File: src/flc_pkg.sv
// Register map, field layout, reset values and timing constants of the loop control block
package flc_pkg;
  // Register indices; byte address is four times the index
  localparam logic [9:0] IDX_CTRL = 10'h070;
  localparam logic [9:0] IDX_DIV = 10'h071;
  localparam logic [9:0] IDX_FRAC = 10'h072;
  localparam logic [9:0] IDX_INT = 10'h073;
  localparam logic [9:0] IDX_REF = 10'h074;
  localparam logic [9:0] IDX_ROUTE = 10'h075;
  localparam logic [9:0] IDX_STAT = 10'h076;
  localparam logic [9:0] IDX_IRQ_STAT = 10'h077;
  localparam logic [9:0] IDX_IRQ_MASK = 10'h078;
  localparam logic [9:0] IDX_FRC_SEL = 10'h0F7;
  localparam logic [9:0] IDX_FRC_VAL = 10'h0F8;
  // Field positions
  localparam int CTRL_OSC_EN = 0;
  localparam int CTRL_FRAC_EN = 1;
  localparam int CTRL_SYS_SEL = 2;
  localparam int DIV_RATIO_LSB = 0;
  localparam int DIV_RATE_LSB = 4;
  localparam int DIV_OUTDIV_LSB = 8;
  localparam int FRAC_K_LSB = 0;
  localparam int INT_GAIN_LSB = 0;
  localparam int INT_N_LSB = 5;
  localparam int REF_DIV_LSB = 3;
  localparam int ROUTE_SEL_LSB = 0;
  localparam int ROUTE_OE = 2;
  localparam int FRC_SEL_BIT = 0;
  localparam int FRC_VAL_LSB = 0;
  // Reset values
  localparam logic [5:0] OUTDIV_RST = 6'h07;
  localparam logic [2:0] RATIO_RST = 3'h7;
  localparam logic [2:0] RATE_RST = 3'h0;
  localparam logic [15:0] FRAC_K_RST = 16'h0000;
  localparam logic [9:0] INT_N_RST = 10'h177;
  localparam logic [3:0] GAIN_RST = 4'h0;
  localparam logic [1:0] REFDIV_RST = 2'h0;
  localparam logic [5:0] FRC_VAL_RST = 6'h19;
  localparam logic [15:0] CTRL_WORD_RST = 16'h6400;
  // Gpio route codes
  localparam logic [1:0] ROUTE_LOW = 2'h0;
  localparam logic [1:0] ROUTE_LOCK = 2'h1;
  localparam logic [1:0] ROUTE_CLK = 2'h2;
  // Bus responses
  localparam logic [1:0] RESP_OKAY = 2'h0;
  localparam logic [1:0] RESP_SLVERR = 2'h2;
  // Timing
  localparam int CLK_PERIOD_NS = 10;
  localparam int REF_TIMEOUT_NS = 100000;
  localparam int REF_TIMEOUT_CYC = (REF_TIMEOUT_NS + CLK_PERIOD_NS - 1) / CLK_PERIOD_NS;
  localparam logic [2:0] LOCK_LAST = 3'h3;
endpackage : flc_pkg

File: src/flc_freerun_ctrl.sv
// Loop clock control: registers, digital oscillator model, lock detect, gpio routing and interrupt
`timescale 1ns/100ps
module flc_freerun_ctrl
  import flc_pkg::*;
#(
  parameter int REF_TMO_CYC = REF_TIMEOUT_CYC
) (
  // Clock and reset
  input wire logic aclk,
  input wire logic aresetn,
  // AXI4-Lite write address and data
  input wire logic [11:0] s_axi_awaddr,
  input wire logic [2:0] s_axi_awprot,
  input wire logic s_axi_awvalid,
  output logic s_axi_awready,
  input wire logic [31:0] s_axi_wdata,
  input wire logic [3:0] s_axi_wstrb,
  input wire logic s_axi_wvalid,
  output logic s_axi_wready,
  // AXI4-Lite write response
  output logic [1:0] s_axi_bresp,
  output logic s_axi_bvalid,
  input wire logic s_axi_bready,
  // AXI4-Lite read
  input wire logic [11:0] s_axi_araddr,
  input wire logic [2:0] s_axi_arprot,
  input wire logic s_axi_arvalid,
  output logic s_axi_arready,
  output logic [31:0] s_axi_rdata,
  output logic [1:0] s_axi_rresp,
  output logic s_axi_rvalid,
  input wire logic s_axi_rready,
  // Reference pin and loop outputs
  input wire logic ref_clk_in,
  output logic loop_clk_out,
  output logic loop_lock,
  output logic system_clock_source_select,
  // Gpio pin driven from the loop
  output logic loop_gpio_out,
  output logic loop_gpio_oe,
  // Interrupt
  output logic irq
);

  // Timeout counter is 20 bits wide
  if (REF_TMO_CYC < 2 || REF_TMO_CYC > 1048575) begin : g_chk
    $error("REF_TMO_CYC out of range");
  end

  localparam logic [19:0] TMO_LAST = 20'(REF_TMO_CYC - 1);

  // Whole state of the block
  typedef struct packed {
    logic aw_hold;          // Write address taken, waiting for data
    logic [9:0] aw_idx;
    logic w_hold;           // Write data taken, waiting for address
    logic [31:0] w_data;
    logic [3:0] w_strb;
    logic awready;
    logic wready;
    logic bvalid;
    logic [1:0] bresp;
    logic arready;
    logic rvalid;
    logic [1:0] rresp;
    logic [31:0] rdata;
    logic osc_en;           // Analogue oscillator enable
    logic frac_en;          // Fractional mode enable
    logic sys_sel;          // System clock source select
    logic [5:0] outdiv;
    logic [2:0] ctrl_rate;  // Stored only; the model updates once per measurement
    logic [2:0] ratio;
    logic [15:0] frac_k;
    logic [9:0] int_n;
    logic [3:0] gain;
    logic [1:0] refdiv;
    logic [2:0] route;
    logic frc_sel;
    logic [5:0] frc_val;
    logic [1:0] irq_stat;   // Bit 0 lock gained, bit 1 lock lost
    logic [1:0] irq_mask;
    logic irq;
    logic ref_s1;           // Synchroniser stage one
    logic ref_s2;
    logic ref_s3;           // Edge detect delay
    logic [15:0] acc;       // Oscillator phase accumulator
    logic [15:0] ctrl_word; // Loop-controlled increment
    logic [4:0] pre_cnt;    // Reference ratio prescaler
    logic [15:0] fb_cnt;    // Divided oscillator ticks per reference window
    logic [2:0] refe_cnt;   // Reference edges in current window
    logic [2:0] lock_cnt;
    logic lock;
    logic ref_lost;
    logic [19:0] tmo_cnt;
    logic [6:0] od_cnt;     // Output divider counter
    logic loop_clk;
    logic gpio_out;
    logic gpio_oe;
  } flc_state_s;

  flc_state_s q_ff;
  flc_state_s nxt_q;

  // Read value of one register
  function automatic logic [31:0] reg_value(input flc_state_s s, input logic [9:0] idx);
    logic [31:0] v;
    v = 32'h0000_0000;
    unique case (idx)
      IDX_CTRL: begin
        v[CTRL_OSC_EN] = s.osc_en;
        v[CTRL_FRAC_EN] = s.frac_en;
        v[CTRL_SYS_SEL] = s.sys_sel;
      end
      IDX_DIV: begin
        v[DIV_RATIO_LSB +: 3] = s.ratio;
        v[DIV_RATE_LSB +: 3] = s.ctrl_rate;
        v[DIV_OUTDIV_LSB +: 6] = s.outdiv;
      end
      IDX_FRAC: v[FRAC_K_LSB +: 16] = s.frac_k;
      IDX_INT: begin
        v[INT_GAIN_LSB +: 4] = s.gain;
        v[INT_N_LSB +: 10] = s.int_n;
      end
      IDX_REF: v[REF_DIV_LSB +: 2] = s.refdiv;
      IDX_ROUTE: v[2:0] = s.route;
      IDX_STAT: v[2:0] = {s.frc_sel, s.ref_lost, s.lock};
      IDX_IRQ_STAT: v[1:0] = s.irq_stat;
      IDX_IRQ_MASK: v[1:0] = s.irq_mask;
      IDX_FRC_SEL: v[FRC_SEL_BIT] = s.frc_sel;
      IDX_FRC_VAL: v[FRC_VAL_LSB +: 6] = s.frc_val;
      default: v = 32'h0000_0000;                // Unmapped reads as zero
    endcase
    return v;
  endfunction : reg_value

  // Address decode
  function automatic logic is_mapped(input logic [9:0] idx);
    return idx inside {IDX_CTRL, IDX_DIV, IDX_FRAC, IDX_INT, IDX_REF, IDX_ROUTE, IDX_STAT,
                       IDX_IRQ_STAT, IDX_IRQ_MASK, IDX_FRC_SEL, IDX_FRC_VAL};
  endfunction : is_mapped

  // Next-state logic
  always_comb begin
    logic aw_take;
    logic w_take;
    logic ar_take;
    logic [31:0] bmask;
    logic [31:0] m;
    logic [15:0] vco_inc;
    logic [16:0] sum;
    logic tick;
    logic fb_tick;          // Divided tick that lands in the feedback count
    logic [4:0] ratio_div;
    logic [6:0] od_div;
    logic ref_edge;
    logic [15:0] target;
    logic [15:0] step;
    logic [16:0] up;
    logic [1:0] irq_set;
    logic [1:0] irq_clr;
    aw_take = 1'b0;
    w_take = 1'b0;
    ar_take = 1'b0;
    bmask = 32'h0000_0000;
    m = 32'h0000_0000;
    target = 16'h0000;
    step = 16'h0000;
    up = 17'h0_0000;
    irq_clr = 2'h0;
    fb_tick = 1'b0;
    nxt_q = q_ff;

    // Reference synchroniser; stage one feeds only stage two
    nxt_q.ref_s1 = ref_clk_in;
    nxt_q.ref_s2 = q_ff.ref_s1;
    nxt_q.ref_s3 = q_ff.ref_s2;
    ref_edge = q_ff.ref_s2 & ~q_ff.ref_s3;

    // Oscillator: forced value replaces the loop word when selected
    vco_inc = q_ff.frc_sel ? {q_ff.frc_val, 10'h000} : q_ff.ctrl_word;
    sum = {1'b0, q_ff.acc} + {1'b0, vco_inc};
    tick = q_ff.osc_en & sum[16];
    if (q_ff.osc_en) begin
      nxt_q.acc = sum[15:0];
    end

    // Reference ratio: 1,2,4,8, or 16 for any code 1XX
    ratio_div = q_ff.ratio[2] ? 5'h10 : 5'(5'h01 << q_ff.ratio[1:0]);
    // Divider codes below 3 are reserved and act as divide by four
    od_div = (q_ff.outdiv < 6'h03) ? 7'h04 : {1'b0, q_ff.outdiv} + 7'h01;
    // A tick in the window-edge cycle opens the new window, so no tick is lost
    fb_tick = tick & (q_ff.pre_cnt == ratio_div - 5'h01);

    // Per oscillator tick: prescaler, feedback count, output divider
    if (tick) begin
      if (q_ff.pre_cnt == ratio_div - 5'h01) begin
        nxt_q.pre_cnt = 5'h00;
        if (q_ff.fb_cnt != 16'hFFFF) begin
          nxt_q.fb_cnt = q_ff.fb_cnt + 16'h0001;
        end
      end else begin
        nxt_q.pre_cnt = q_ff.pre_cnt + 5'h01;
      end
      if (q_ff.od_cnt >= od_div - 7'h01) begin
        nxt_q.od_cnt = 7'h00;
      end else begin
        nxt_q.od_cnt = q_ff.od_cnt + 7'h01;
      end
      nxt_q.loop_clk = nxt_q.od_cnt < (od_div >> 1);
    end

    // Frequency measurement and loop word update, once per reference window
    if (ref_edge) begin
      nxt_q.tmo_cnt = 20'h0_0000;
      nxt_q.ref_lost = 1'b0;
      if (q_ff.ref_lost) begin
        // First edge after a loss only restarts the window
        nxt_q.refe_cnt = 3'h0;
        nxt_q.fb_cnt = {15'h0000, fb_tick};
        nxt_q.pre_cnt = 5'h00;
      end else if (q_ff.refe_cnt == 3'(({1'b0, 3'h1} << q_ff.refdiv) - 4'h1)) begin
        nxt_q.refe_cnt = 3'h0;
        nxt_q.fb_cnt = {15'h0000, fb_tick};
        if (q_ff.osc_en && !q_ff.frc_sel) begin
          // Fraction of one half or more rounds the integer target up
          target = {6'h00, q_ff.int_n} + {15'h0000, q_ff.frac_en & q_ff.frac_k[15]};
          step = 16'h0001 << ((q_ff.gain > 4'h8) ? 4'h8 : q_ff.gain);
          if (q_ff.fb_cnt == target) begin
            if (q_ff.lock_cnt == LOCK_LAST) begin
              nxt_q.lock = 1'b1;
            end else begin
              nxt_q.lock_cnt = q_ff.lock_cnt + 3'h1;
            end
          end else begin
            nxt_q.lock_cnt = 3'h0;
            nxt_q.lock = 1'b0;
            if (q_ff.fb_cnt < target) begin
              up = {1'b0, q_ff.ctrl_word} + {1'b0, step};
              nxt_q.ctrl_word = up[16] ? 16'hFFFF : up[15:0];
            end else begin
              nxt_q.ctrl_word = (q_ff.ctrl_word < step) ? 16'h0000 : q_ff.ctrl_word - step;
            end
          end
        end
      end else begin
        nxt_q.refe_cnt = q_ff.refe_cnt + 3'h1;
      end
    end else if (!q_ff.ref_lost) begin
      // Missing reference: freeze the loop word so the output stays stable
      if (q_ff.tmo_cnt == TMO_LAST) begin
        nxt_q.ref_lost = 1'b1;
      end else begin
        nxt_q.tmo_cnt = q_ff.tmo_cnt + 20'h0_0001;
      end
    end

    // No lock without a running, loop-controlled oscillator
    if (!q_ff.osc_en || q_ff.frc_sel) begin
      nxt_q.lock = 1'b0;
      nxt_q.lock_cnt = 3'h0;
    end

    // Gpio routing of lock or loop clock, independent of system clock choice
    nxt_q.gpio_oe = q_ff.route[ROUTE_OE];
    unique case (q_ff.route[ROUTE_SEL_LSB +: 2])
      ROUTE_LOCK: nxt_q.gpio_out = q_ff.lock;
      ROUTE_CLK: nxt_q.gpio_out = q_ff.loop_clk;
      default: nxt_q.gpio_out = 1'b0;
    endcase

    // Bus: address and data channels taken independently
    aw_take = s_axi_awvalid & q_ff.awready;
    w_take = s_axi_wvalid & q_ff.wready;
    if (aw_take) begin
      nxt_q.aw_hold = 1'b1;
      nxt_q.aw_idx = s_axi_awaddr[11:2];
    end
    if (w_take) begin
      nxt_q.w_hold = 1'b1;
      nxt_q.w_data = s_axi_wdata;
      nxt_q.w_strb = s_axi_wstrb;
    end
    if (q_ff.bvalid && s_axi_bready) begin
      nxt_q.bvalid = 1'b0;
    end

    // Register write once both halves are held
    if (nxt_q.aw_hold && nxt_q.w_hold && !q_ff.bvalid) begin
      for (int b = 0; b < 4; b++) begin
        bmask[8 * b +: 8] = {8{nxt_q.w_strb[b]}};
      end
      m = (reg_value(q_ff, nxt_q.aw_idx) & ~bmask) | (nxt_q.w_data & bmask);
      unique case (nxt_q.aw_idx)
        IDX_CTRL: begin
          nxt_q.osc_en = m[CTRL_OSC_EN];
          nxt_q.frac_en = m[CTRL_FRAC_EN];
          nxt_q.sys_sel = m[CTRL_SYS_SEL];
        end
        IDX_DIV: begin
          nxt_q.ratio = m[DIV_RATIO_LSB +: 3];
          nxt_q.ctrl_rate = m[DIV_RATE_LSB +: 3];
          nxt_q.outdiv = m[DIV_OUTDIV_LSB +: 6];
        end
        IDX_FRAC: nxt_q.frac_k = m[FRAC_K_LSB +: 16];
        IDX_INT: begin
          nxt_q.gain = m[INT_GAIN_LSB +: 4];
          nxt_q.int_n = m[INT_N_LSB +: 10];
        end
        IDX_REF: nxt_q.refdiv = m[REF_DIV_LSB +: 2];
        IDX_ROUTE: nxt_q.route = m[2:0];
        IDX_IRQ_MASK: nxt_q.irq_mask = m[1:0];
        IDX_FRC_SEL: nxt_q.frc_sel = m[FRC_SEL_BIT];
        IDX_FRC_VAL: nxt_q.frc_val = m[FRC_VAL_LSB +: 6];
        default: ;                                     // Read-only or unmapped: no effect
      endcase
      nxt_q.aw_hold = 1'b0;
      nxt_q.w_hold = 1'b0;
      nxt_q.bvalid = 1'b1;
      nxt_q.bresp = is_mapped(nxt_q.aw_idx) ? RESP_OKAY : RESP_SLVERR;
    end
    // Readiness registered so the ports come straight from flops
    nxt_q.awready = !nxt_q.aw_hold && !nxt_q.bvalid;
    nxt_q.wready = !nxt_q.w_hold && !nxt_q.bvalid;

    // Bus read; reading the interrupt status clears it
    ar_take = s_axi_arvalid & q_ff.arready;
    if (q_ff.rvalid && s_axi_rready) begin
      nxt_q.rvalid = 1'b0;
    end
    if (ar_take) begin
      nxt_q.rvalid = 1'b1;
      nxt_q.rdata = reg_value(q_ff, s_axi_araddr[11:2]);
      nxt_q.rresp = is_mapped(s_axi_araddr[11:2]) ? RESP_OKAY : RESP_SLVERR;
      if (s_axi_araddr[11:2] == IDX_IRQ_STAT) begin
        irq_clr = 2'h3;
      end
    end
    nxt_q.arready = !nxt_q.rvalid;

    // Lock events are sticky; a new event beats a clearing read
    irq_set = {q_ff.lock & ~nxt_q.lock, nxt_q.lock & ~q_ff.lock};
    nxt_q.irq_stat = (q_ff.irq_stat & ~irq_clr) | irq_set;
    nxt_q.irq = |(nxt_q.irq_stat & nxt_q.irq_mask);
  end

  // State register with synchronous reset
  always_ff @(posedge aclk) begin
    if (!aresetn) begin
      q_ff <= '0;
      q_ff.outdiv <= OUTDIV_RST;
      q_ff.ratio <= RATIO_RST;
      q_ff.ctrl_rate <= RATE_RST;
      q_ff.frac_k <= FRAC_K_RST;
      q_ff.int_n <= INT_N_RST;
      q_ff.gain <= GAIN_RST;
      q_ff.refdiv <= REFDIV_RST;
      q_ff.frc_val <= FRC_VAL_RST;
      q_ff.ctrl_word <= CTRL_WORD_RST;
    end else begin
      q_ff <= nxt_q;
    end
  end

  // Outputs straight from the state register
  assign s_axi_awready = q_ff.awready;
  assign s_axi_wready = q_ff.wready;
  assign s_axi_bresp = q_ff.bresp;
  assign s_axi_bvalid = q_ff.bvalid;
  assign s_axi_arready = q_ff.arready;
  assign s_axi_rdata = q_ff.rdata;
  assign s_axi_rresp = q_ff.rresp;
  assign s_axi_rvalid = q_ff.rvalid;
  assign loop_clk_out = q_ff.loop_clk;
  assign loop_lock = q_ff.lock;
  assign system_clock_source_select = q_ff.sys_sel;
  assign loop_gpio_out = q_ff.gpio_out;
  assign loop_gpio_oe = q_ff.gpio_oe;
  assign irq = q_ff.irq;
endmodule : flc_freerun_ctrl

File: config.mk
export PLATFORM = sky130hd
export DESIGN_NAME = flc_freerun_ctrl
export DESIGN_NICKNAME = d
export VERILOG_FILES = /design/src/flc_pkg.sv /design/src/flc_freerun_ctrl.sv
export SDC_FILE = /design/constraint.sdc
export NUM_CORES = 1
export LEC_CHECK = 0
export ABC_AREA = 1
export BUFFER_PORTS_ARGS = -buffer_cell sky130_fd_sc_hd__buf_4
export CELL_PAD_IN_SITES_DETAIL_PLACEMENT = 1
export CELL_PAD_IN_SITES_GLOBAL_PLACEMENT = 1
export CORE_MARGIN = 2
export CORE_UTILIZATION = 44
export CTS_CLUSTER_SIZE = 28
export DETAILED_ROUTE_END_ITERATION = 8
export PLACE_DENSITY_LB_ADDON = 0.08
export SLEW_MARGIN = 15
export SYNTH_ARGS = -nofsm -noshare
export SYNTH_HDL_FRONTEND = slang
export SYNTH_SLANG_ARGS = --single-unit
File: constraint.sdc
create_clock -name aclk -period 3.4 [get_ports aclk]
set_input_delay 0.34 -clock aclk [delete_from_list [all_inputs] [get_ports aclk]]
set_output_delay 0.34 -clock aclk [all_outputs]
set_load 0.05 [all_outputs]
==> results.cfg <==
[die]
dieArea_um2 = 33900
coreArea_um2 = 31700
die_h_um = 184
die_w_um = 184
pin_count = 121
initial_utilization_pct = 45.0
rows = 65

[setup_path]
cp_top_family = simple AND/OR/NAND/NOR gates
cp_cell_sequence = ha_2, inv_2, nand3_2, nand2_2, ha_2, and3_4, nand3_1, xor2_1, ha_1, nand2_1, inv_1, nor2_1, o21a_1, nand3_2, buf_4, nor2_1, ha_1, o21a_1, nand2_1, nand2_1, a21oi_1
critical_path_class = flip-flop to flip-flop
cp_data_required_time_ns = 3.86
path_buf_inv = 3
cp-start-kind = flip-flop
cp_max_fo = 4
critPathCaptureType = flip-flop
cp_slowest_cell = dfxtp_1
slowest_delay_ns = 0.35
cp.arrival_ns = 3.69
critPathMostFrequentCell = nand2_1

[yosys]
synth_simple_gate_area_share_pct = 27.9
synth_area_per_cell_um2 = 6.66
synth_enable_flop_cells = 0
synth_top_family_by_area = simple AND/OR/NAND/NOR gates
synth_compound_area_share_pct = 17.4
ys_seq_elements = 209
yosys_warnings = 0
synth_area_leaders = dfxtp_1, nand2_1, inv_1, ha_1, nor2_1
ys_seq_area_share_pct = 29.3
ys.flop_type = dfxtp_1
synth_fa_ha_area_share_pct = 7.70
synth_top_area_share_pct = 29.3
synthCells = 2143
synthXorXnorAreaFrac_pct = 3.87
synth_most_common_cell = nand2_1
synthMuxAreaShare_pct = 1.12
syn_area_um2 = 14300
synth_async_sr_flop_share_pct = 0
synth_cell_type_count = 58
synth_commonest_cells = nand2_1, inv_1, nor2_1
yosysTopAreaCell = dfxtp_1

[power]
power.static_leakage_nw = 7.67
peakVddDrop_v = 0.000323
total_power_mw = 6.11
power_density_nw_per_um2 = 373

[route]
dr.pass1.iters = 5
dr.first_iter.drc_count = 673
via_per_inst = 5.47
antenna_left = 0
vias = 14495
drc = 0
routed_wl_um = 48000
wl_per_cell_um = 18.1

[timing]
hold_viol = 0
setup_violations = 0
finalMaxSlewViolations = 0
timing.slew.headroom_pct = 44.5
fin_crit_sh_pct = 94.9
fin_skew_ns = 0.00986
fin_crit_ns = 3.23
clock.fmax_mhz = 310
worstMarginPinSlew_ns = 0.831

[grt]
grt_usage_pct = 28.4
grt_pass1_wl_um = 77400
grt_max_degree = 63
grt_overflow = 0
antenna_found_initial = 0
grt_pass1_vias = 14902

[hold_path]
min-delay-path-class = input pin to flip-flop

[placed_design]
io_buffers = 74
dp_hpwl_um = 36800
gp_congestion = 0.955
placed_cell_area_um2 = 15200

[cells_and_area]
final.fill_count = 4240
layout-drive-gt1-share_pct = 12.4
utilization_pct = 51.7
antenna_cells = 0
nNetsFinal = 2389
syn2layout_area_growth_pct = 14.9
final_area_um2 = 16400

[clocking]
root_buffer = clkbuf_16
cts_buffers = 26
cts_tree = built
cts_max_level = 1
numClockSinks = 209
cts.reportedPaths.clkPinSlew_ns = 0.06
clkLatencyLatePin_ns = 0.54
clk_path_buf_depth = 3

[run_status]
status = finished, final reports clean

[job]
drv_cap = 0
[report_power, final]
| group | switching [mW] | total, mW | leakage [nW] | internal (mW) |
|---|---|---|---|---|
| registers | 0.0211 | 2.51 | 1.69 | 2.48 |
| logic | 0.424 | 0.582 | 5.52 | 0.158 |
| clock network | 1.15 | 3.02 | 0.461 | 1.87 |
| total | 1.60 | 6.11 | 7.67 | 4.51 |
[path summary, 6_finish.rpt]
check | start | to | slack (ns) | cells after the start
hold reg to reg | nxt_q[92] | nxt_q[91] | 0.41 | 2
setup reg to reg | q_ff[147] | loop_clk_out | 0.17 | 21
setup / recovery | q_ff[147] | loop_clk_out | 0.17 | 21
hold / removal | s_axi_wdata[9] | q_ff[210] | 0.07 | 3
[tightest hold or removal path, cell delays in order]
cell	delay [ns]
buf_4	0.08
mux2i_1	0.07
nor2_1	0.08
[through the flow]
stage               hold slack, ns  TNS [ns]  cells  worst slack, ns
global route                0.0877   -0.0205   2651          -0.0190
global placement             0.397         0   2593           0.0672
floorplan                    0.390         0   2173            0.334
detailed placement           0.400    -0.140   2593          -0.0274
CTS                         0.0515         0   2642          0.00247
finish                      0.0661         0   2651            0.172
[per-layer routing]
| layer | share of wire (%) | track usage, % | vias to the layer above |
|---|---|---|---|
| met5 | 0 | 0 | - |
| met4 | 2.3 | 7.17 | 0 |
| met3 | 5.1 | 3.77 | 81 |
| met2 | 48 | 49.3 | 306 |
| met1 | 45 | 37.2 | 6959 |
| li1 | - | - | 7149 |
[area by class of cell]
cell class / count / area, um2 / share of cell area, %
Clock buffer: 32 / 713 / 4.35
Sequential cell: 209 / 4190 / 25.5
Multi-Input combinational cell: 1535 / 8550 / 52.2
Tap cell: 402 / 503 / 3.07
Timing Repair Buffer: 130 / 982 / 5.99
Inverter: 326 / 1230 / 7.50
Clock inverter: 16 / 225 / 1.37
Timing Repair inverter: 1 / 7.51 / 0.0458
[logic make-up after synthesis]
family	Yosys count
AO/OA/AOI/OAI	434
XOR/XNOR	63
adder cells (fa/ha/maj)	86
buffers and inverters	429
flip-flops	209
multiplexers	16
other	2
AND/OR/NAND/NOR	904
[cell usage in the layout (no fill, tap or decap), types with 8 or more instances in the layout]
cell       count
nand2_1      384
inv_1        312
nor2_1       231
dfxtp_1      207
a21oi_1      171
buf_4        128
nand3_1      113
o21ai_0      104
ha_1          79
nand4_1       52
xor2_1        49
nor3_1        37
o21ai_1       32
conb_1        32
o211ai_1      26
clkbuf_16     26
nand2_2       19
o22ai_1       19
mux2i_1       16
or2_2         15
xnor2_1       14
a31oi_1       14
a211oi_1      12
nor2_2        11
inv_2         11
o221ai_1      10
nor4_1         9
o21bai_1       8
[flip-flops by register name (all words and copies together), names as in the netlist]
| name | flops |
|---|---|
| irq | 1 |
| loop_clk_out | 1 |
| loop_gpio_oe | 1 |
| loop_gpio_out | 1 |
| loop_lock | 1 |
| nxt_q | 3 |
| q_ff | 177 |
| s_axi_arready | 1 |
| s_axi_awready | 1 |
| s_axi_bresp | 1 |
| s_axi_bvalid | 1 |
| s_axi_rdata | 16 |
| s_axi_rresp | 1 |
| s_axi_rvalid | 1 |
| s_axi_wready | 1 |
| system_clock_source_select | 1 |
[timing repair]
item	CTS	global route
cloned	0	1
hold buffers	1	0
setup buffers	0	8
pin swaps	1	14
setup endpoints to repair	18	23
endpoints found under the hold margin	1	0
gates resized for setup	4	42
Power figures use the tool's default switching activity.
